**src/core/cmg_pkg.sv**
```systemverilog
// Purpose: Shared constants and types for the carriage motor gate logic
// Assumes: 50 MHz sys_clk
// Notes:   All counts are in sys_clk cycles
package cmg_pkg;

	localparam int unsigned CLK_HZ       = 50_000_000;
	localparam int unsigned POS_W        = 8;
	localparam int unsigned DUTY_W       = 8;
	localparam int unsigned PAR_W        = 8;
	localparam int unsigned CHANNELS     = 2;

	// PWM period is the full span of the duty counter
	localparam int unsigned PWM_PERIOD   = 256;
	localparam logic [7:0]  PWM_CNT_LAST = 8'h00FF;

	// Reset values
	localparam logic [7:0]  POS_RESET    = 8'h0000;
	localparam logic [7:0]  DUTY_RESET   = 8'h0000;

	// Parallel acknowledge pulse width
	localparam int unsigned ACK_NS       = 500;
	localparam int unsigned ACK_CYCLES   =
		(ACK_NS * (CLK_HZ / 1_000_000) + 999) / 1000;
	localparam logic [7:0]  ACK_LAST     = 8'(ACK_CYCLES - 1);

	// Idle cycles forced between polarity reversals of a bridge
	localparam int unsigned DEAD_NS      = 100;
	localparam int unsigned DEAD_CYCLES  =
		(DEAD_NS * (CLK_HZ / 1_000_000) + 999) / 1000;
	localparam logic [3:0]  DEAD_LAST    = 4'(DEAD_CYCLES - 1);

	typedef enum logic [3:0] {
		CMG_DMA_IDLE = 4'b0001,
		CMG_DMA_REQ  = 4'b0010,
		CMG_DMA_ACK  = 4'b0100,
		CMG_DMA_REL  = 4'b1000
	} cmg_dma_state_t;

	typedef enum logic [2:0] {
		CMG_CH_OFF  = 3'b001,
		CMG_CH_DEAD = 3'b010,
		CMG_CH_RUN  = 3'b100
	} cmg_ch_state_t;

endpackage

```
**src/core/cmg_chop_if.sv**
```systemverilog
// Purpose: Carrier between the top and one winding current channel
// Assumes: One instance per winding
// Notes:   Bridge outputs are registered in the channel
interface cmg_chop_if;
	logic enable;
	logic pol;
	logic cur_low;
	logic hi_a;
	logic lo_a;
	logic hi_b;
	logic lo_b;

	modport chan (
		input  enable,
		input  pol,
		input  cur_low,
		output hi_a,
		output lo_a,
		output hi_b,
		output lo_b
	);

	modport ctrl (
		output enable,
		output pol,
		output cur_low,
		input  hi_a,
		input  lo_a,
		input  hi_b,
		input  lo_b
	);
endinterface

```
**src/core/cmg_chop_chan.sv**
```systemverilog
// Purpose: Current chopper and H-bridge control for one stepper winding
// Assumes: Comparator level is synchronous to sys_clk
// Notes:   Polarity change passes through a dead-time state
module cmg_chop_chan
	import cmg_pkg::*;
(
	input  wire logic sys_clk,
	input  wire logic rst_n,
	cmg_chop_if.chan ch
);

	cmg_ch_state_t state;
	logic [3:0]    dead_cnt;
	logic          run_pol;
	logic          pulse_on;

	// Sequencing of off, dead time and run
	always_ff @(posedge sys_clk or negedge rst_n) begin
		if (!rst_n) begin
			state    <= CMG_CH_OFF;
			dead_cnt <= 4'h0000;
			run_pol  <= 1'b0;
		end else begin
			case (state)
				CMG_CH_OFF: begin
					if (ch.enable) begin
						state    <= CMG_CH_DEAD;
						dead_cnt <= 4'h0000;
						run_pol  <= ch.pol;
					end
				end
				CMG_CH_DEAD: begin
					if (!ch.enable) begin
						state <= CMG_CH_OFF;
					end else if (dead_cnt == DEAD_LAST) begin
						state <= CMG_CH_RUN;
					end else begin
						dead_cnt <= dead_cnt + 4'h0001;
					end
				end
				CMG_CH_RUN: begin
					if (!ch.enable) begin
						state <= CMG_CH_OFF;
					end else if (ch.pol != run_pol) begin
						state    <= CMG_CH_DEAD;
						dead_cnt <= 4'h0000;
						run_pol  <= ch.pol;
					end
				end
				default: begin
					state <= CMG_CH_OFF;
				end
			endcase
		end
	end

	// Pulse on while current is below reference, off once above
	assign pulse_on = (state == CMG_CH_RUN) && ch.cur_low;

	// Either diagonal of the bridge drives the winding
	always_ff @(posedge sys_clk or negedge rst_n) begin
		if (!rst_n) begin
			ch.hi_a <= 1'b0;
			ch.lo_a <= 1'b0;
			ch.hi_b <= 1'b0;
			ch.lo_b <= 1'b0;
		end else begin
			ch.hi_a <= pulse_on && !run_pol;
			ch.lo_b <= pulse_on && !run_pol;
			ch.hi_b <= pulse_on && run_pol;
			ch.lo_a <= pulse_on && run_pol;
		end
	end

endmodule

```
**src/core/cmg_top.sv**
```systemverilog
// Purpose: Carriage encoder counter, servo PWM, winding choppers, DMA strobes
// Assumes: All inputs synchronous to sys_clk
// Notes:   Position counter is relative; firmware keeps absolute position
module cmg_top
	import cmg_pkg::*;
(
	input  wire logic              sys_clk,
	input  wire logic              rst_b,
	input  wire logic              enc_a,
	input  wire logic              enc_b,
	input  wire logic              res_300,
	input  wire logic              dir_left,
	output logic      [POS_W-1:0]  pos_count,
	input  wire logic [DUTY_W-1:0] duty_wdata,
	input  wire logic              duty_we,
	output logic      [DUTY_W-1:0] duty_value,
	output logic                   servo_pwm,
	input  wire logic [1:0]        wind_enable,
	input  wire logic [1:0]        wind_pol,
	input  wire logic [1:0]        wind_cur_low,
	output logic      [1:0]        wind_hi_a,
	output logic      [1:0]        wind_lo_a,
	output logic      [1:0]        wind_hi_b,
	output logic      [1:0]        wind_lo_b,
	input  wire logic              par_strobe_b,
	input  wire logic [PAR_W-1:0]  par_data,
	input  wire logic              dma_ack,
	output logic                   dma_req,
	output logic      [PAR_W-1:0]  dma_data,
	output logic                   par_busy,
	output logic                   par_ack_b
);

	logic           rst_q1;
	logic           rst_n;
	logic           a_prev;
	logic           b_prev;
	logic           a_edge;
	logic           b_edge;
	logic           step;
	logic           step_up;
	logic           full_step;
	logic           full_up;
	logic           half_step;
	logic           half_up;
	logic [7:0]     pwm_cnt;
	logic [7:0]     duty_active;
	logic           period_end;
	logic           next_servo_pwm;
	logic           strobe_prev;
	logic [7:0]     ack_cnt;
	logic           strobe_fall;
	logic           take_byte;
	logic           ack_seen;
	logic           ack_done;
	logic           host_let_go;
	cmg_dma_state_t dma_state;

	// Reset release through two flip-flops
	always_ff @(posedge sys_clk or negedge rst_b) begin
		if (!rst_b) begin
			rst_q1 <= 1'b0;
			rst_n  <= 1'b0;
		end else begin
			rst_q1 <= 1'b1;
			rst_n  <= rst_q1;
		end
	end

	// Previous encoder levels for edge detection
	always_ff @(posedge sys_clk or negedge rst_n) begin
		if (!rst_n) begin
			a_prev <= 1'b0;
			b_prev <= 1'b0;
		end else begin
			a_prev <= enc_a;
			b_prev <= enc_b;
		end
	end

	assign a_edge = enc_a ^ a_prev;
	assign b_edge = enc_b ^ b_prev;

	// Full resolution decode; simultaneous edges on both channels are dropped
	always_comb begin
		full_step = 1'b0;
		full_up   = 1'b0;
		if (a_edge && !b_edge) begin
			full_step = 1'b1;
			full_up   = enc_a ^ enc_b;
		end else if (b_edge && !a_edge) begin
			full_step = 1'b1;
			full_up   = ~(enc_a ^ enc_b);
		end
	end

	// Half resolution decode from channel A only
	always_comb begin
		half_step = a_edge;
		half_up   = dir_left;
	end

	// Resolution select
	always_comb begin
		if (res_300) begin
			step    = half_step;
			step_up = half_up;
		end else begin
			step    = full_step;
			step_up = full_up;
		end
	end

	// Relative position counter, wraps in both directions
	always_ff @(posedge sys_clk or negedge rst_n) begin
		if (!rst_n) begin
			pos_count <= POS_RESET;
		end else if (step) begin
			if (step_up) begin
				pos_count <= pos_count + 8'h0001;
			end else begin
				pos_count <= pos_count - 8'h0001;
			end
		end
	end
	// pos_count is an 8-bit register read at will by firmware

	// Duty value as written by firmware
	always_ff @(posedge sys_clk or negedge rst_n) begin
		if (!rst_n) begin
			duty_value <= DUTY_RESET;
		end else if (duty_we) begin
			duty_value <= duty_wdata;
		end
	end

	// Last cycle of the fixed period
	assign period_end = (pwm_cnt == PWM_CNT_LAST);

	// Fixed period counter; duty taken up at each period start
	always_ff @(posedge sys_clk or negedge rst_n) begin
		if (!rst_n) begin
			pwm_cnt     <= 8'h0000;
			duty_active <= DUTY_RESET;
		end else begin
			pwm_cnt <= pwm_cnt + 8'h0001;
			if (period_end) begin
				duty_active <= duty_value;
			end
		end
	end

	// Level of the servo drive for the coming cycle
	always_comb begin
		if (period_end) begin
			next_servo_pwm = (duty_value != 8'h0000);
		end else begin
			next_servo_pwm = ((pwm_cnt + 8'h0001) < duty_active);
		end
	end

	// Servo drive high for duty_active cycles of each period
	always_ff @(posedge sys_clk or negedge rst_n) begin
		if (!rst_n) begin
			servo_pwm <= 1'b0;
		end else begin
			servo_pwm <= next_servo_pwm;
		end
	end

	// Winding current channels
	genvar gi;
	generate
		for (gi = 0; gi < CHANNELS; gi++) begin : g_chan
			cmg_chop_if chop ();

			assign chop.enable  = wind_enable[gi];
			assign chop.pol     = wind_pol[gi];
			assign chop.cur_low = wind_cur_low[gi];
			assign wind_hi_a[gi] = chop.hi_a;
			assign wind_lo_a[gi] = chop.lo_a;
			assign wind_hi_b[gi] = chop.hi_b;
			assign wind_lo_b[gi] = chop.lo_b;

			cmg_chop_chan u_chan (
				.sys_clk (sys_clk),
				.rst_n   (rst_n),
				.ch      (chop.chan)
			);
		end
	endgenerate

	// Parallel strobe history
	always_ff @(posedge sys_clk or negedge rst_n) begin
		if (!rst_n) begin
			strobe_prev <= 1'b1;
		end else begin
			strobe_prev <= par_strobe_b;
		end
	end

	// Handshake events; all but strobe_fall tied to the state that honours them
	assign strobe_fall = strobe_prev && !par_strobe_b;
	assign take_byte   = (dma_state == CMG_DMA_IDLE) && strobe_fall;
	assign ack_seen    = (dma_state == CMG_DMA_REQ) && dma_ack;
	assign ack_done    = (dma_state == CMG_DMA_ACK) && (ack_cnt == ACK_LAST);
	assign host_let_go = (dma_state == CMG_DMA_REL) && par_strobe_b;

	// Parallel byte to DMA handshake sequencing
	always_ff @(posedge sys_clk or negedge rst_n) begin
		if (!rst_n) begin
			dma_state <= CMG_DMA_IDLE;
		end else begin
			case (dma_state)
				CMG_DMA_IDLE: begin
					if (take_byte) begin
						dma_state <= CMG_DMA_REQ;
					end
				end
				CMG_DMA_REQ: begin
					if (ack_seen) begin
						dma_state <= CMG_DMA_ACK;
					end
				end
				CMG_DMA_ACK: begin
					if (ack_done) begin
						dma_state <= CMG_DMA_REL;
					end
				end
				CMG_DMA_REL: begin
					if (host_let_go) begin
						dma_state <= CMG_DMA_IDLE;
					end
				end
				default: begin
					dma_state <= CMG_DMA_IDLE;
				end
			endcase
		end
	end

	// Byte latched at the strobe
	always_ff @(posedge sys_clk or negedge rst_n) begin
		if (!rst_n) begin
			dma_data <= '0;
		end else if (take_byte) begin
			dma_data <= par_data;
		end
	end

	// DMA request from the strobe until acknowledged
	always_ff @(posedge sys_clk or negedge rst_n) begin
		if (!rst_n) begin
			dma_req <= 1'b0;
		end else if (take_byte) begin
			dma_req <= 1'b1;
		end else if (ack_seen) begin
			dma_req <= 1'b0;
		end
	end

	// Acknowledge pulse length
	always_ff @(posedge sys_clk or negedge rst_n) begin
		if (!rst_n) begin
			ack_cnt <= 8'h0000;
		end else if (dma_state == CMG_DMA_ACK) begin
			ack_cnt <= ack_cnt + 8'h0001;
		end else begin
			ack_cnt <= 8'h0000;
		end
	end

	// Acknowledge back to the host, low for the pulse length
	always_ff @(posedge sys_clk or negedge rst_n) begin
		if (!rst_n) begin
			par_ack_b <= 1'b1;
		end else if (ack_seen) begin
			par_ack_b <= 1'b0;
		end else if (ack_done) begin
			par_ack_b <= 1'b1;
		end
	end

	// Busy from the strobe until the host lets the strobe go
	always_ff @(posedge sys_clk or negedge rst_n) begin
		if (!rst_n) begin
			par_busy <= 1'b0;
		end else if (take_byte) begin
			par_busy <= 1'b1;
		end else if (host_let_go) begin
			par_busy <= 1'b0;
		end
	end

endmodule

```
**config.mk**
```make
export PLATFORM = sky130hd
export DESIGN_NAME = cmg_top
export DESIGN_NICKNAME = d
export VERILOG_FILES = /design/src/core/cmg_pkg.sv /design/src/core/cmg_chop_if.sv /design/src/core/cmg_chop_chan.sv /design/src/core/cmg_top.sv
export SDC_FILE = /design/constraint.sdc
export NUM_CORES = 1
export LEC_CHECK = 0
export BUFFER_PORTS_ARGS = -buffer_cell sky130_fd_sc_hd__buf_2
export CAP_MARGIN = 20
export CORE_UTILIZATION = 30
export DETAILED_ROUTE_END_ITERATION = 10
export PLACE_DENSITY = 0.53
export SLEW_MARGIN = 20
export SYNTH_ARGS = -nofsm -noshare
export SYNTH_HDL_FRONTEND = slang
export SYNTH_SLANG_ARGS = --single-unit
```
**constraint.sdc**
```tcl
create_clock -name sys_clk -period 6.2 [get_ports sys_clk]
set_input_delay 1.24 -clock sys_clk [delete_from_list [all_inputs] [get_ports sys_clk]]
set_output_delay 1.24 -clock sys_clk [all_outputs]
set_load 0.1 [all_outputs]
```
Word-level counts from Yosys, hierarchy flattened
Cells that the tools add are included.
- input bits: 31
- output and inout port bits: 36
- register bits after elaboration: 81
- logic and storage cells: 156
- $lt $le $gt $ge: 1
- bitwise gates (word level): 4
- multiplexer cells: 52
- reductions and logical operators: 33
- eq/ne operators: 34
- $add $sub $neg: 6
- operator list (cell ; count):
    $mux W4 ; 14
    $mux W3 ; 10
    $add A8 B1 Y8 const B ; 3
    $ne A2 B2 Y1 const B ; 12
    $pmux W4 S3 ; 2
    $mux W1 ; 19
    $pmux W3 S3 ; 2
    $mux W8 ; 2
    $pmux W4 S4 ; 1
    $logic_and A1 B1 Y1 ; 13
    $eq A4 B3 Y1 const B ; 3
    $ne A3 B2 Y1 const B ; 4
    $reduce_and A4 Y1 ; 3
    $reduce_and A6 Y1 ; 2
    $reduce_bool A2 Y1 ; 5
    $add A4 B1 Y4 const B ; 2
    $eq A8 B5 Y1 const B ; 1
    $eq A8 B8 Y1 const B ; 1
    $lt A8 B8 Y1 ; 1
    $reduce_bool A8 Y1 ; 1
    $sub A8 B1 Y8 const B ; 1
    $eq A3 B1 Y1 const B ; 2
    $eq A3 B2 Y1 const B ; 2
    $eq A3 B3 Y1 const B ; 2
    other kinds (11) ; 22

Logic depth before layout (Yosys ltp)
- depth in word-level cells: 7
- depth in mapped cells: 12
- depth with buffers taken out: 12

By module
A second synthesis with hierarchy kept.
- cells, all modules: 384
- area, all modules: 4214.0 um2
- modules (own cells, without submodules) (module ; instances ; cells an instance ; area each (um2) ; sequential area each (um2)):
    cmg_top ; 1 ; 274 ; 2972.9 ; 1530.2
    cmg_chop_chan ; 2 ; 55 ; 620.6 ; 251.5

Worst setup path after synthesis
No wires, ideal clock.
- kind: input to register
- from: input port enc_a
- to: register pos_count[4]
- setup time: 165 ps
- stages on the path: 12
- required time: 6035 ps
- data arrival time: 3295 ps
- path buffers: 0
- slack: 2739 ps
- cell sequence: xnor2_2 inv_1 ha_1 and2b_1 mux2_2 nor2_1 xor2_1 ha_1 nor3_1 nand2_1 o22ai_1 xor2_1
- cells in the longest elaborated chain, start to end: 7
- elaborated cells between the ends (all ways): 13
- classes of those cells: mux: 7; bitwise: 3; reduce/logical: 3
- ends and longest elaborated chain (item ; line ; source):
    start, declared ; cmg_top.sv:9 ; input wire logic enc_a,
    $xor A1 B1 Y1 ; cmg_top.sv:81 ; assign a_edge = enc_a ^ a_prev;
    $logic_not A1 Y1 ; cmg_top.sv:91 ; end else if (b_edge && !a_edge) begin
    $logic_and A1 B1 Y1 ; cmg_top.sv:91 ;
    $mux W1 ; cmg_top.sv:91 ;
    $mux W1 ; cmg_top.sv:88 ; if (a_edge && !b_edge) begin
    $mux W1 ; cmg_top.sv:105 ; if (res_300) begin
    $mux W8 ; cmg_top.sv:119 ; if (step_up) begin
    end signal, assigned ; cmg_top.sv:120 ; pos_count <= pos_count + 8'h0001;
    end signal, assigned ; cmg_top.sv:122 ; pos_count <= pos_count - 8'h0001;
    end, declared ; cmg_top.sv:13 ; output logic [POS_W-1:0] pos_count,
Parallel ways exist; a longest one is shown, timed or not.
A chain may end at the register's enable or synchronous reset.

Worst setup path in the final report
Same ends and word-level chain as after synthesis.

==> results_dict.tcl <==
set metrics [dict create \
    core_area_um2 12670 \
    synth_seq_cells 81 \
    fillerInstances 1275 \
    ys_warn_count 0 \
    netlist.area_leader.share_pct 48.56 \
    wirelength_um 7136 \
    clk_latency_ns 0.34 \
    status "complete, no violations" \
    clockRootBuffer "clkbuf_16" \
    fmax_ghz 0.2894 \
    yosysMostFrequentCell "dfrtp_1" \
    areaGrowthSynthToFinish_pct 19.58 \
    final_nets 462 \
    post_cts_buffers 0 \
    setup_viol 0 \
    io_buffers 66 \
    clock-sinks 81 \
    cp-end-kind "flip-flop" \
    rr_endpoint "pos_count[4]$_DFFE_PN0P_" \
    post_cts_resized 0 \
    finalPower_uw 1815 \
    die_y_um 116.3 \
    async_flop_share_pct 100.0 \
    tightest_slew_ns 0.7346 \
    avgSynthCellArea_um2 11.09 \
    reg2reg_from "a_prev$_DFF_PN0_" \
    final.setup.worst_slack_ns 2.745 \
    path_clk_slew_ns 0.07 \
    post-dp-hpwl_um 5079 \
    yosysSeqAreaShare_pct 51.92 \
    cp_slowest_cell "xnor2_2" \
    dieArea_um2 13520 \
    cts.path.max_buffers 2 \
    antennaDiodeCount 0 \
    skew_ns 0.009041 \
    ir_worst_vdd_mv 0.1460 \
    fin_crit_ns 3.455 \
    slew_headroom_pct 50.25 \
    antenna_found_initial 0 \
    grt_pass1_wl_um 11970 \
    fin_crit_sh_pct 55.73 \
    worst_r2r_path_depth 12 \
    synth_fp_nets 401 \
    rows 41 \
    cp.depth 13 \
    synthTopCellsByArea "dfrtp_1 (49%), mux2_2 (6.0%), ha_1 (5.4%), xor2_1 (4.5%), dfstp_2 (3.4%)" \
    layout-drive-gt1-share_pct 27.92 \
    p_leak_uw 0.002182 \
    hold_viol_final 0 \
    drt_iter0_drc 85 \
    path_class "in -> reg" \
    grt_max_degree 80 \
    slew_viol_final 0 \
    grt-ovfl-total 0 \
    pre_cts_ws_ns 2.392 \
    num_vias 2720 \
    yosysTopAreaCell "dfrtp_1" \
    synth_common_cells "dfrtp_1 (76), nand2_1 (28), nor2_1 (23), inv_1 (21), mux2_2 (21)" \
    netlist_instances 353 \
    drtAntennaViolNets 0 \
    crit_chain "buf_2, xnor2_2, inv_1, ha_1, and2b_1, mux2_2, nor2_1, xor2_1, ha_1, nor3_1, nand2_1, o22ai_1, xor2_1" \
    multi_input_area_um2 1700 \
    startpoint_type "primary input" \
    ios 67 \
    path_delay_family "simple AND/OR/NAND/NOR gates" \
    rsz0062_at_grt "no" \
    vias_per_cell 4.602 \
    syn-cell-area_um2 3916 \
    hold_buffers 0 \
    hp-class "reg -> async" \
    cts_buffers 9 \
    synth_edf_count 0 \
    die_w_um 116.3 \
    grt_pass1_vias 2635 \
    dr.pass1.iters 4 \
    finalSetupTns_ns 0 \
    initial_utilization_pct 30.91 \
    wl_per_cell_um 12.07 \
    ys.flop_type "dfrtp_1" \
    grt_use_total_pct 11.61 \
    cts-htree-levels 3 \
    gp_congestion 0.7463 \
    tritoncts "built" \
    cpPeakStageDelay_ns 0.37 \
    crit_path_max_fanout 6 \
    drc 0 \
    required_ns 6.47 \
    worstPathArrival_ns 3.72 \
    worstPathBufferInverterCount 2 \
    ys_types 59 \
    r2r_setup_slack_ns 3.40 \
    ff_latch_area_um2 2037 \
    powerDensity_nw_per_um2 387.5 \
    maxCapViolCount 0 \
]
worst max-delay path by stage:
stage,from,endpoint
5_1_grt,enc_a,pos_count[2]$_DFFE_PN0P_
6_report,enc_a,pos_count[4]$_DFFE_PN0P_
3_3_place_gp,enc_a,pos_count[4]$_DFFE_PN0P_
4_1_cts,enc_a,pos_count[4]$_DFFE_PN0P_
2_1_floorplan,enc_a,pos_count[4]$_DFFE_PN0P_
3_5_place_dp,enc_a,pos_count[4]$_DFFE_PN0P_
layer usage:
| layer | up-vias | part of all wire (%) | GRT usage, % |
|---|---|---|---|
| met5 | - | 0 | 0 |
| met4 | 0 | 1.8 | 6.154 |
| met3 | 8 | 3.4 | 3.581 |
| met2 | 48 | 48 | 19.13 |
| met1 | 1321 | 47 | 13.56 |
| li1 | 1343 | - | - |
worst register-to-register path, delay by kind of cell, from the launching register on:
| kind | cells | cell delay [ns] |
|---|---|---|
| adder cells (fa/ha/maj) | 2 | 0.48 |
| multiplexers | 1 | 0.28 |
| flip-flops | 1 | 0.39 |
| AO/OA/AOI/OAI | 1 | 0.19 |
| AND/OR/NAND/NOR | 4 | 0.68 |
| buffers and inverters | 1 | 0.09 |
| XOR/XNOR | 3 | 0.62 |
sequential cells by signal, summed over array words and instances (netlist names), 4 cells and up:
| signal | flops |
|---|---|
| ack_cnt | 8 |
| dma_data | 8 |
| dma_state | 4 |
| duty_active | 8 |
| duty_value | 8 |
| g_chan.u_chan.dead_cnt | 8 |
| g_chan.u_chan.state | 6 |
| pos_count | 8 |
| pwm_cnt | 8 |
report_power, final:
group / internal [µW] / switching (µW) / total [µW]
Sequential: 599 / 88.2 / 688
Combinational: 130 / 477 / 608
Clock: 291 / 229 / 520
cell type report:
cell class | count | share of cell area, %
clock buffer | 10 | 5.103
clock inverter | 6 | 1.176
inverter | 21 | 1.683
multi-input combinational | 234 | 36.31
sequential | 81 | 43.49
tap | 172 | 4.595
timing repair buffer | 67 | 7.641
stage by stage:
| step | area (µm²) | utilization [%] | cells | hold slack, ns |
|---|---|---|---|---|
| 6_report | 4683 | 36.96 | 591 | 0.2949 |
| 5_1_grt | 4683 | 36.96 | 591 | 0.3418 |
| 4_1_cts | 4656 | 36.74 | 590 | 0.3582 |
| 3_5_place_dp | 4362 | 34.42 | 574 | 0.3412 |
| 3_3_place_gp | 4362 | 34.42 | 574 | 0.3373 |
| 2_1_floorplan | 3916 | - | 353 | 0.3312 |
kinds of logic (layout without fill, tap and decap cells):
kind of cell / count (synthesis) / after routing / synth area share, %
XOR/XNOR: 30 / 30 / 6.901
multiplexers: 23 / 23 / 6.582
adder cells (fa/ha/maj): 17 / 17 / 5.431
flip-flops: 81 / 81 / 51.92
AND/OR/NAND/NOR: 114 / 114 / 15.78
other: 1 / 1 / 0.09575
buffers and inverters: 38 / 104 / 4.665
AO/OA/AOI/OAI: 49 / 49 / 8.626
cells in the final DEF (no fill, tap or decap), drive strengths merged, types with 8 or more instances in the layout:
cell / n
and3: 8
clkbuf: 10
dfrtp: 76
nand2: 28
nor3b: 8
buf: 67
nor2: 23
inv: 25
xor2: 20
mux2: 22
o21ai: 18
ha: 17
xnor2: 10
nand3: 12
No activity file was read; power rests on OpenSTA's default activity.
